===== src/hdl/gcfg_pkg.sv =====
package gcfg_pkg;

    // Number of configurable pins handled by the block.
    localparam int NPIN = 3;

    // Printed register indices; byte address is four times the index.
    localparam logic [NPIN*8-1:0] PIN_IDX = {8'h45, 8'h44, 8'h43};
    localparam logic [1:0] PIN_NONE = 2'h3;

    // Field positions inside each pin configuration byte.
    localparam int BIT_SLEEP = 7;
    localparam int BIT_SEL = 6;
    localparam int BIT_ODEN = 5;
    localparam int BIT_DEB = 4;
    localparam int BIT_PDEN = 3;
    localparam int BIT_DIR = 2;
    localparam int BIT_LVL = 1;
    localparam int BIT_SET = 0;

    // Writable bits; the pad level bit is never stored.
    localparam logic [7:0] WR_MASK = 8'hfd;
    localparam logic [7:0] CFG_RST = 8'h00;

    // Debounce times in ns, rounded up to whole clock cycles.
    localparam int CLK_PERIOD_NS = 40;
    localparam int DEB_SHORT_NS = 94000;
    localparam int DEB_LONG_NS = 156000;
    localparam logic [11:0] DEB_SHORT_CYC = 12'((DEB_SHORT_NS + CLK_PERIOD_NS - 1) / CLK_PERIOD_NS);
    localparam logic [11:0] DEB_LONG_CYC = 12'((DEB_LONG_NS + CLK_PERIOD_NS - 1) / CLK_PERIOD_NS);

    // Bus responses.
    localparam logic [1:0] RESP_OKAY = 2'h0;
    localparam logic [1:0] RESP_SLVERR = 2'h2;

    // Start-up states: load defaults once, then run.
    typedef enum logic {
        ST_LOAD = 1'b0,
        ST_RUN = 1'b1
    } gcfg_state_t;

endpackage : gcfg_pkg


===== src/hdl/gcfg_debounce.sv =====
`timescale 1ns/1ps
`default_nettype none
module gcfg_debounce
    import gcfg_pkg::*;
(
    input wire logic core_clk,
    input wire logic rstn,
    input wire logic pad_raw,
    input wire logic long_sel,
    output logic level
);
    logic s1_reg;
    logic s2_reg;
    logic ok_reg;
    logic [11:0] cnt_reg;
    logic lvl_reg;
    wire logic [11:0] lim = long_sel ? DEB_LONG_CYC : DEB_SHORT_CYC;
    wire logic mism = !ok_reg || (s2_reg != lvl_reg);
    wire logic done = mism && (cnt_reg >= lim - 12'h001);

    // Synchroniser and stability counter; once the level has first settled, a bounce restarts the count.
    always_ff @(posedge core_clk or negedge rstn) begin
        if (!rstn) begin
            s1_reg <= 1'b0;
            s2_reg <= 1'b0;
            ok_reg <= 1'b0;
            cnt_reg <= 12'h000;
        end else begin
            s1_reg <= pad_raw;
            s2_reg <= s1_reg;
            ok_reg <= ok_reg | done;
            cnt_reg <= (mism && !done) ? cnt_reg + 12'h001 : 12'h000;
        end
    end

    // The level has no reset value; it settles one debounce time after reset.
    always_ff @(posedge core_clk) begin
        if (done) begin
            lvl_reg <= s2_reg;
        end
    end

    assign level = lvl_reg;
endmodule : gcfg_debounce
`default_nettype wire


===== src/hdl/gcfg_pad_drive.sv =====
`timescale 1ns/1ps
`default_nettype none
module gcfg_pad_drive
    import gcfg_pkg::*;
(
    input wire logic core_clk,
    input wire logic rstn,
    input wire logic [7:0] cfg,
    input wire logic sleep_state,
    input wire logic led,
    output logic pad_out,
    output logic pad_oe_n,
    output logic pad_pulldown,
    output logic pad_seq_assigned
);
    logic out_reg;
    logic oe_n_reg;
    logic pd_reg;
    logic seq_reg;
    wire logic dir = cfg[BIT_DIR];
    wire logic od = cfg[BIT_ODEN];
    wire logic force_lo = sleep_state && cfg[BIT_SLEEP];
    wire logic src = cfg[BIT_SEL] ? led : cfg[BIT_SET];
    wire logic val = src && !force_lo;

    // Open drain only sinks, so it releases the pad for a high level.
    always_ff @(posedge core_clk or negedge rstn) begin
        if (!rstn) begin
            out_reg <= 1'b0;
            oe_n_reg <= 1'b1;
            pd_reg <= 1'b0;
            seq_reg <= 1'b0;
        end else begin
            out_reg <= dir && !od && val;
            oe_n_reg <= !dir || (od && val);
            pd_reg <= cfg[BIT_PDEN];
            seq_reg <= dir && !od;
        end
    end

    assign pad_out = out_reg;
    assign pad_oe_n = oe_n_reg;
    assign pad_pulldown = pd_reg;
    assign pad_seq_assigned = seq_reg;
endmodule : gcfg_pad_drive
`default_nettype wire


===== src/hdl/gcfg_top.sv =====
// Chosen here: the AXI4-Lite register port.
`timescale 1ns/1ps
`default_nettype none
// Notes on behaviour
// - Sleep plus force bit drives output low.
// - Source bit clear drives software value out.
// - Third pin can carry first LED driver.
// - Fourth pin can carry second LED driver.
// - Drive bit clear: push-pull, sequence assigned when direction set.
// - Drive bit set: open drain, sink only.
// - Debounce 94 us or 156 us.
// - Pulldown follows its enable bit.
// - Direction clear: pad is undriven input.
// - Direction set: output, joins power-up sequence only when push-pull.
// - Pad level bit shows pad, no reset.
// - Software value one drives one in push-pull and releases in open drain; zero drives zero.
// - Power-on reset resets every configuration register.
// - Fourth and fifth pins at 44h, 45h.
// - Writable defaults come from one-time memory.
module gcfg_top
    import gcfg_pkg::*;
#(
    parameter int ADDR_W = 12
) (
    input wire logic core_clk,
    input wire logic rstn,
    input wire logic [ADDR_W-1:0] s_axi_awaddr,
    input wire logic s_axi_awvalid,
    output logic s_axi_awready,
    input wire logic [31:0] s_axi_wdata,
    input wire logic [3:0] s_axi_wstrb,
    input wire logic s_axi_wvalid,
    output logic s_axi_wready,
    output logic [1:0] s_axi_bresp,
    output logic s_axi_bvalid,
    input wire logic s_axi_bready,
    input wire logic [ADDR_W-1:0] s_axi_araddr,
    input wire logic s_axi_arvalid,
    output logic s_axi_arready,
    output logic [31:0] s_axi_rdata,
    output logic [1:0] s_axi_rresp,
    output logic s_axi_rvalid,
    input wire logic s_axi_rready,
    input wire logic [NPIN*8-1:0] otp_default,
    input wire logic sleep_state,
    input wire logic led_driver_first,
    input wire logic led_driver_second,
    input wire logic led_driver_third,
    input wire logic [NPIN-1:0] pad_in,
    output logic [NPIN-1:0] pad_out,
    output logic [NPIN-1:0] pad_oe_n,
    output logic [NPIN-1:0] pad_pulldown,
    output logic [NPIN-1:0] pad_seq_assigned
);

    // Maps a byte address onto a pin slot, or PIN_NONE.
    function automatic logic [1:0] addr_to_pin(input logic [ADDR_W-1:0] a);
        logic [1:0] p;
        p = PIN_NONE;
        for (int i = 0; i < NPIN; i++) begin
            if (a == ADDR_W'({PIN_IDX[i*8 +: 8], 2'b00})) begin
                p = 2'(i);
            end
        end
        return p;
    endfunction : addr_to_pin

    gcfg_state_t state_reg;
    gcfg_state_t state_next;
    logic [NPIN-1:0][7:0] cfg_reg;
    logic [NPIN-1:0][7:0] cfg_next;
    logic [NPIN-1:0][7:0] view;
    logic [NPIN-1:0] lvl;

    logic aw_hold_reg;
    logic [ADDR_W-1:0] awaddr_reg;
    logic w_hold_reg;
    logic [7:0] wdata_reg;
    logic wstrb0_reg;
    logic awready_reg;
    logic wready_reg;
    logic bvalid_reg;
    logic [1:0] bresp_reg;
    logic arready_reg;
    logic rvalid_reg;
    logic [31:0] rdata_reg;
    logic [1:0] rresp_reg;

    // LED sources per pin; the fifth pin takes the third driver.
    wire logic [NPIN-1:0] led_src = {led_driver_third, led_driver_second, led_driver_first};

    // Start-up: one cycle after reset release the defaults are loaded.
    wire logic loading = (state_reg == ST_LOAD);
    assign state_next = ST_RUN;

    // Handshake terms of the write path.
    wire logic aw_take = s_axi_awvalid && awready_reg;
    wire logic w_take = s_axi_wvalid && wready_reg;
    wire logic do_write = aw_hold_reg && w_hold_reg && !bvalid_reg;
    wire logic [1:0] wr_pin = addr_to_pin(awaddr_reg);
    wire logic wr_hit = (wr_pin != PIN_NONE);
    wire logic aw_hold_next = (aw_hold_reg || aw_take) && !do_write;
    wire logic w_hold_next = (w_hold_reg || w_take) && !do_write;
    wire logic bvalid_next = do_write || (bvalid_reg && !s_axi_bready);

    // Handshake terms of the read path.
    wire logic ar_take = s_axi_arvalid && arready_reg;
    wire logic rvalid_next = ar_take || (rvalid_reg && !s_axi_rready);
    wire logic [1:0] rd_pin = addr_to_pin(s_axi_araddr);
    wire logic rd_hit = (rd_pin != PIN_NONE);
    wire logic [7:0] rd_byte = rd_hit ? view[rd_pin] : 8'h00;

    // OTP defaults masked so the level bit never lands in storage.
    wire logic [NPIN*8-1:0] otp_m = otp_default & {NPIN{WR_MASK}};

    // Next configuration and the read view with the live level merged in.
    genvar gi;
    generate
        for (gi = 0; gi < NPIN; gi++) begin : g_pin
            wire logic hit = do_write && wr_hit && (wr_pin == 2'(gi)) && wstrb0_reg;
            assign cfg_next[gi] = loading ? otp_m[gi*8 +: 8]
                : hit ? (wdata_reg & WR_MASK)
                : cfg_reg[gi];
            assign view[gi] = cfg_reg[gi] | ({7'h00, lvl[gi]} << BIT_LVL);

            gcfg_debounce u_deb (
                .core_clk(core_clk),
                .rstn(rstn),
                .pad_raw(pad_in[gi]),
                .long_sel(cfg_reg[gi][BIT_DEB]),
                .level(lvl[gi])
            );

            gcfg_pad_drive u_drv (
                .core_clk(core_clk),
                .rstn(rstn),
                .cfg(cfg_reg[gi]),
                .sleep_state(sleep_state),
                .led(led_src[gi]),
                .pad_out(pad_out[gi]),
                .pad_oe_n(pad_oe_n[gi]),
                .pad_pulldown(pad_pulldown[gi]),
                .pad_seq_assigned(pad_seq_assigned[gi])
            );
        end
    endgenerate

    // Configuration storage; the async reset gives a constant, the OTP
    // value follows on the first edge after release.
    always_ff @(posedge core_clk or negedge rstn) begin
        if (!rstn) begin
            state_reg <= ST_LOAD;
            cfg_reg <= {NPIN{CFG_RST}};
        end else begin
            state_reg <= state_next;
            cfg_reg <= cfg_next;
        end
    end

    // Write address and data are taken in either order and held until
    // both are present; readies stay low while a response is pending.
    always_ff @(posedge core_clk or negedge rstn) begin
        if (!rstn) begin
            aw_hold_reg <= 1'b0;
            w_hold_reg <= 1'b0;
            awready_reg <= 1'b0;
            wready_reg <= 1'b0;
            bvalid_reg <= 1'b0;
        end else begin
            aw_hold_reg <= aw_hold_next;
            w_hold_reg <= w_hold_next;
            awready_reg <= !aw_hold_next && !bvalid_next;
            wready_reg <= !w_hold_next && !bvalid_next;
            bvalid_reg <= bvalid_next;
        end
    end

    // Write payload and response code.
    always_ff @(posedge core_clk or negedge rstn) begin
        if (!rstn) begin
            awaddr_reg <= '0;
            wdata_reg <= 8'h00;
            wstrb0_reg <= 1'b0;
            bresp_reg <= RESP_OKAY;
        end else begin
            if (aw_take) begin
                awaddr_reg <= s_axi_awaddr;
            end
            if (w_take) begin
                wdata_reg <= s_axi_wdata[7:0];
                wstrb0_reg <= s_axi_wstrb[0];
            end
            if (do_write) begin
                bresp_reg <= wr_hit ? RESP_OKAY : RESP_SLVERR;
            end
        end
    end

    // Read path answers one cycle after the address is taken.
    always_ff @(posedge core_clk or negedge rstn) begin
        if (!rstn) begin
            arready_reg <= 1'b0;
            rvalid_reg <= 1'b0;
            rdata_reg <= 32'h0000_0000;
            rresp_reg <= RESP_OKAY;
        end else begin
            arready_reg <= !rvalid_next;
            rvalid_reg <= rvalid_next;
            if (ar_take) begin
                rdata_reg <= {24'h00_0000, rd_byte};
                rresp_reg <= rd_hit ? RESP_OKAY : RESP_SLVERR;
            end
        end
    end

    // Bus outputs come straight from their flip-flops.
    assign s_axi_awready = awready_reg;
    assign s_axi_wready = wready_reg;
    assign s_axi_bvalid = bvalid_reg;
    assign s_axi_bresp = bresp_reg;
    assign s_axi_arready = arready_reg;
    assign s_axi_rvalid = rvalid_reg;
    assign s_axi_rdata = rdata_reg;
    assign s_axi_rresp = rresp_reg;
endmodule : gcfg_top
`default_nettype wire


===== config.mk =====
export PLATFORM = sky130hd
export DESIGN_NAME = gcfg_top
export DESIGN_NICKNAME = d
export VERILOG_FILES = /design/src/hdl/gcfg_pkg.sv /design/src/hdl/gcfg_debounce.sv /design/src/hdl/gcfg_pad_drive.sv /design/src/hdl/gcfg_top.sv
export SDC_FILE = /design/constraint.sdc
export NUM_CORES = 1
export LEC_CHECK = 0
export BUFFER_PORTS_ARGS = -buffer_cell sky130_fd_sc_hd__buf_2
export CAP_MARGIN = 25
export CORE_ASPECT_RATIO = 1.75
export CORE_MARGIN = 2
export CORE_UTILIZATION = 48
export DETAILED_ROUTE_END_ITERATION = 8
export GPL_ROUTABILITY_DRIVEN = 1
export MAX_ROUTING_LAYER = met4
export PLACE_DENSITY = 0.76
export SETUP_SLACK_MARGIN = 0.15
export SYNTH_ARGS = -nofsm -noshare
export SYNTH_HDL_FRONTEND = slang
export SYNTH_HIERARCHICAL = 1
export SYNTH_SLANG_ARGS = --single-unit

===== constraint.sdc =====
create_clock -name core_clk -period 1.9 [get_ports core_clk]
set_clock_uncertainty 0.2 [all_clocks]
set_input_delay 0.285 -clock core_clk [delete_from_list [all_inputs] [get_ports core_clk]]
set_output_delay 0.285 -clock core_clk [all_outputs]
set_load 0.005 [all_outputs]

Yosys cells after proc, flatten, opt, wreduce, memory -nomap -nowiden
Index checks and enable logic that the tools add are counted.
- add/subtract/negate cells: 6
- order comparisons: 4
- eq/ne operators: 16
- multiplexer cells: 26
- bitwise logic cells: 6
- reductions and logical operators: 73
- operator list (cell ; number):
    $eq A12 B9 Y1 const B ; 6
    $mux W8 ; 8
    $logic_and A1 B1 Y1 ; 39
    $add A12 B1 Y12 const B ; 3
    $ge A12 B12 Y1 ; 3
    $mux W12 ; 3
    $sub A12 B1 Y12 const B ; 3
    $mux W11 ; 3
    $or A8 B2 Y8 ; 3
    $logic_not A1 Y1 ; 23
    $bmux W8 S2 ; 1
    $mux W2 ; 8
    $logic_or A1 B1 Y1 ; 10
    $ne A2 B1 Y1 const B ; 3
    $ne A2 B2 Y1 const B ; 2
    $lt A2 B3 Y1 const B ; 1
    $mux W1 ; 3
    $ne A1 B1 Y1 ; 3
    $or A1 B1 Y1 ; 3
    $eq A2 B1 Y1 const B ; 1
    $eq A2 B2 Y1 const B ; 1
    $logic_not A2 Y1 ; 1
- register bits after elaboration: 125
- bits of input ports: 98
- output and inout bits: 53
- word-level logic and storage cells: 175

Longest topological paths before layout
- depth in word-level cells: 10
- mapped depth: 7
- depth with buffers taken out: 6

Hierarchy
The synthesis kept the hierarchy.
- modules (own cells, without submodules) (module ; times used ; cells each ; area an instance (um2) ; seq. area each (um2)):
    gcfg_top ; 1 ; 286 ; 2919.0 ; 1476.4
    gcfg_debounce ; 3 ; 76 ; 823.3 ; 405.4
    gcfg_pad_drive ; 3 ; 10 ; 153.9 ; 101.3

Worst setup path before layout
No wires, ideal clock.
- path kind: reg2reg
- start point: register cfg_reg[4] (netlist bit)
- end point: register g_pin[0].u_deb.lvl_reg, enable pin
- library setup time: 304 ps
- data arrival time: 1292 ps
- path slack: 104 ps
- cell stages (with the launch flop): 7
- path buffers: 0
- period minus slack after synthesis: 1796 ps
- path through: dfrtp_1 -> inv_1 -> ha_1 -> nand3_1 -> o21a_1 -> o21a_1 -> a21oi_1
- cells in the longest elaborated chain, start to end: 4
- RTL lines (what ; line ; RTL):
    start, declared ; gcfg_top.sv:70 ; logic [NPIN-1:0][7:0] cfg_reg;
    start signal, assigned ; gcfg_top.sv:153 ; cfg_reg <= {NPIN{CFG_RST}};
    start signal, assigned ; gcfg_top.sv:156 ; cfg_reg <= cfg_next;
    $mux W11 ; gcfg_debounce.sv:17 ; wire logic [11:0] lim = long_sel ? DEB_LONG_CYC : DEB_SHORT_CYC;
    $sub A12 B1 Y12 ; gcfg_debounce.sv:19 ; wire logic done = mism && (cnt_reg >= lim - 12'h001);
    $ge A12 B12 Y1 ; gcfg_debounce.sv:19 ;
    $logic_and A1 B1 Y1 ; gcfg_debounce.sv:19 ;
    net g_pin[0].u_deb.done ; gcfg_debounce.sv:19 ;
    end signal, assigned ; gcfg_debounce.sv:39 ; lvl_reg <= s2_reg;
    end, declared ; gcfg_debounce.sv:16 ; logic lvl_reg;
The timed path passes the listed nets, and every way through them passes these cells.
A chain may end at the register's enable or synchronous reset.

Final worst setup path
- start point: register awaddr_reg[11]
- end point: register cfg_reg[2] (netlist bit)
- cells in the longest elaborated chain, start to end: 9
- RTL lines (what ; line ; RTL):
    start, declared ; gcfg_top.sv:76 ; logic [ADDR_W-1:0] awaddr_reg;
    start signal, assigned ; gcfg_top.sv:187 ; awaddr_reg <= s_axi_awaddr;
    $eq A12 B9 Y1 ; gcfg_top.sv:61 ; if (a == ADDR_W'({PIN_IDX[i*8 +: 8], 2'b00})) begin
    $mux W2 (2 in series) ; gcfg_top.sv:61 ;
    $mux W2 * ; gcfg_top.sv:61 ;
    $ne A2 B2 Y1 ; gcfg_top.sv:101 ; wire logic wr_hit = (wr_pin != PIN_NONE);
    $logic_and A1 B1 Y1 ; gcfg_top.sv:120 ; wire logic hit = do_write && wr_hit && (wr_pin == 2'(gi)) && wstrb0_reg;
    $logic_and A1 B1 Y1 * (2 in series) ; gcfg_top.sv:120 ;
    $ne A2 B1 Y1 (no line) * ; - ;
Every way passes the cells marked *; elsewhere a longest branch is shown, timed or not.

==> results.md <==
* Final #Nets at 832
* Startpoint Class: flip-flop
* Post-synth top cells: dfrtp_1 (113), nor2_1 (70), xor2_1 (28)
* Post-Synthesis Cells at 544
* Avg Inst Size Synth at 10.8 um^2
* Core Box Area at 11900 um^2
* WL final at 17000 um
* Hold slack at 69.9 ps
* Avg Vias per Cell at 5.76
* Synth top area cells: dfrtp_1 (48%), nor2_1 (4.5%), xor2_1 (4.2%)
* Vias at 4986
* Comb power frac at 0.179
* Max-cap viol count at 0
* Power per cell area at 962 nW/um^2
* ANT nets after route at 0
* DRT Pass-1 Iters at 5
* Register Area at 3000 um^2
* Tcrit/Tclk final at 1.15
* NetSw at 2.30 mW
* Multi-input logic area at 3110 um^2
* Most frequent cell after synthesis: dfrtp_1
* Initial antenna violation count at 0
* Initial core utilization at 0.490
* Register area share after synthesis at 0.512
* Clk slew on worst S/H paths at 60 ps
* DIE WIDTH at 87.5 um
* Synth cell types at 51
* Kind of critical path: flip-flop to flip-flop
* Vias in the first global route at 5164
* Internal Power at 5.73 mW
* Setup Viol. Count Final at 36
* Buffers on Ports at 93
* ANT cells at 0
* Flops & latches, synth at 119
* HP Class: primary input to flip-flop
* Later-pin clock latency in the skew report at 410 ps
* Lkg Pwr at 3.62 nW
* Switch share at 0.286
* Maximum root-to-sink buffer count at 2
* Hold Fails Final Rpt at 0
* Status: complete, but fails checks
* Total number of yosys warnings at 6
* Top cell type's share of synthesized area at 0.483
* First-pass GRT wire length at 24600 um
* Largest net degree at the start of global routing at 43
* HPWL after DPL at 9950 um
* H-tree depth at 4
* Die Ht at 150 um
* Syn-to-layout area delta at 42.5%
* Max-slew violations at 0
* Setup ws final at -294 ps
* Crit. End Element: flip-flop
* Worst-Margin Slew at 638 ps
* Number of flip-flops in the largest register at 36
* Num rows at 53
* Unrepaired setup endpoints after global routing: true
* CTS root buf: clkbuf_16
* Routed len/inst at 19.6 um
* CTS tree: built
* Initial DRC Count at 288
* Total CTS buffers at 17
* GRT Overall Usage at 0.254
* GPL Wtd Cong at 0.898
* Fillers at 786
* Final worst path period need at 2190 ps
* # DRC at 0
* Slew HR at 0.575
* Total gr overflow at 0
* Crit path max fanout at 5
* Yosys top cell by area: dfrtp_1
* Full die area at 13100 um^2
* I/O pins at 151
* Clock power frac at 0.412
* Failing checks: setup timing
* Crit path arrival time at 2310 ps
* Sink Count at 119
* Max Freq at 0.456 GHz
* Reg power frac at 0.409
* Synthesized area at 5850 um^2
* Post-synth EDFFs at 3
* Layout cell share with drive strength beyond 1 at 0.399
* Synth Flop Type: dfrtp_1
* Peak supply drop at 0.871 mV
* Post-layout util at 0.699
* Async SR Flop Fraction at 0.975
* WP data required at 2020 ps
per-layer routing:
| metal | wire length [um] | global-route usage | part of all wire | vias up |
|---|---|---|---|---|
| met1 | 5850 | 0.257 | 0.35 | 2452 |
| met5 | 0 | - | 0 | - |
| met4 | 760 | 0.133 | 0.045 | 0 |
| li1 | - | - | - | 2237 |
| met2 | 9440 | 0.446 | 0.56 | 231 |
| met3 | 906 | 0.0552 | 0.053 | 66 |
worst max-delay path, stage by stage, from the launching register on:
cell	delay [ps]
dfrtp_1	450
nor4bb_4	490
and4_4	370
buf_12	130
clkbuf_16	140
nand3_2	80
a31oi_1	220
path summary, 6_finish.rpt:
kind                                       startpoint                     to  slack, ps  depth (start not counted)
worst max-delay path                   awaddr_reg[11]             cfg_reg[2]       -290                          6
min in group asynchronous                        rstn         s_axi_rdata[0]        140                          2
worst min-delay path                  s_axi_araddr[2]         s_axi_rdata[6]         70                          4
worst max register to register         awaddr_reg[11]             cfg_reg[2]       -290                          6
max in group asynchronous                        rstn            cfg_reg[12]        800                          3
worst min register to register  g_pin[0].u_deb/s1_reg  g_pin[0].u_deb/s2_reg        150                          0
metrics by stage:
step                      cells  worst slack [ps]  power (mW)  area [um^2]  setup TNS, ps
final                       866              -294        8.02         8340          -4880
after global routing        866              -343        8.29         8340          -6520
after CTS                   863             -13.1        7.83         8110          -16.5
after detailed placement    777             -35.8        4.35         6520           -206
after global placement      777             -5.79        4.28         6520          -5.79
after floorplan             569               121        3.88         5940              0
layout make-up:
cell class,count,area share
flip-flops and latches,119,0.360
well taps,137,0.0206
multi-input cells,387,0.373
clock buffers,21,0.0552
inverters,14,0.00780
clock inverters,11,0.0177
repair buffers,177,0.166
logic make-up after synthesis:
logic type,Yosys count,share of synthesized area
adder cells (fa/ha/maj),18,0.0385
multiplexers,24,0.0456
other,2,0.00128
buffers and inverters,63,0.0633
flip-flops,119,0.512
AND/OR/NAND/NOR,190,0.176
XOR/XNOR,34,0.0509
AO/OA/AOI/OAI,94,0.113
timing repair:
item                                    CTS  global route
hold endpoints to repair                167             0
resized for setup                       107            37
setup buffers                             3             1
cloned                                    2             2
hold buffers                             49             0
endpoints found under the setup margin   61            64
pin swaps                                51            34
power groups by stage:
stage / sequential [mW] / clock, mW / combinational (mW)
5_1_grt: 3.31 / 3.45 / 1.54
3_3_place_gp: 3.19 / 0 / 1.09
6_report: 3.28 / 3.30 / 1.43
4_1_cts: 3.21 / 3.31 / 1.32
2_1_floorplan: 3.14 / 0 / 0.740
3_5_place_dp: 3.22 / 0 / 1.13
cell usage in the layout, fill, tap and decap left out, types with 6 or more instances in the layout:
cell type / synthesis / final
a31oi_1: 24 / 21
nand3_1: 23 / 13
clkbuf_16: 0 / 19
nor2_4: 0 / 18
dlygate4sd3_1: 0 / 49
nor2_1: 70 / 34
mux2_2: 21 / 20
a221oi_1: 8 / 8
nor2_2: 0 / 18
nand4_1: 18 / 18
conb_1: 2 / 27
nand2_1: 26 / 23
o21ai_1: 0 / 11
buf_4: 26 / 20
nand4b_1: 7 / 7
o31ai_1: 8 / 8
o21ai_2: 0 / 7
xor2_1: 28 / 28
o21a_1: 7 / 7
buf_6: 4 / 7
dfrtp_1: 113 / 111
buf_2: 5 / 92
ha_4: 0 / 11
xnor2_1: 6 / 6
nand3_2: 0 / 8
inv_1: 14 / 11
ha_1: 18 / 7
No activity file was read; power rests on OpenSTA's default activity.
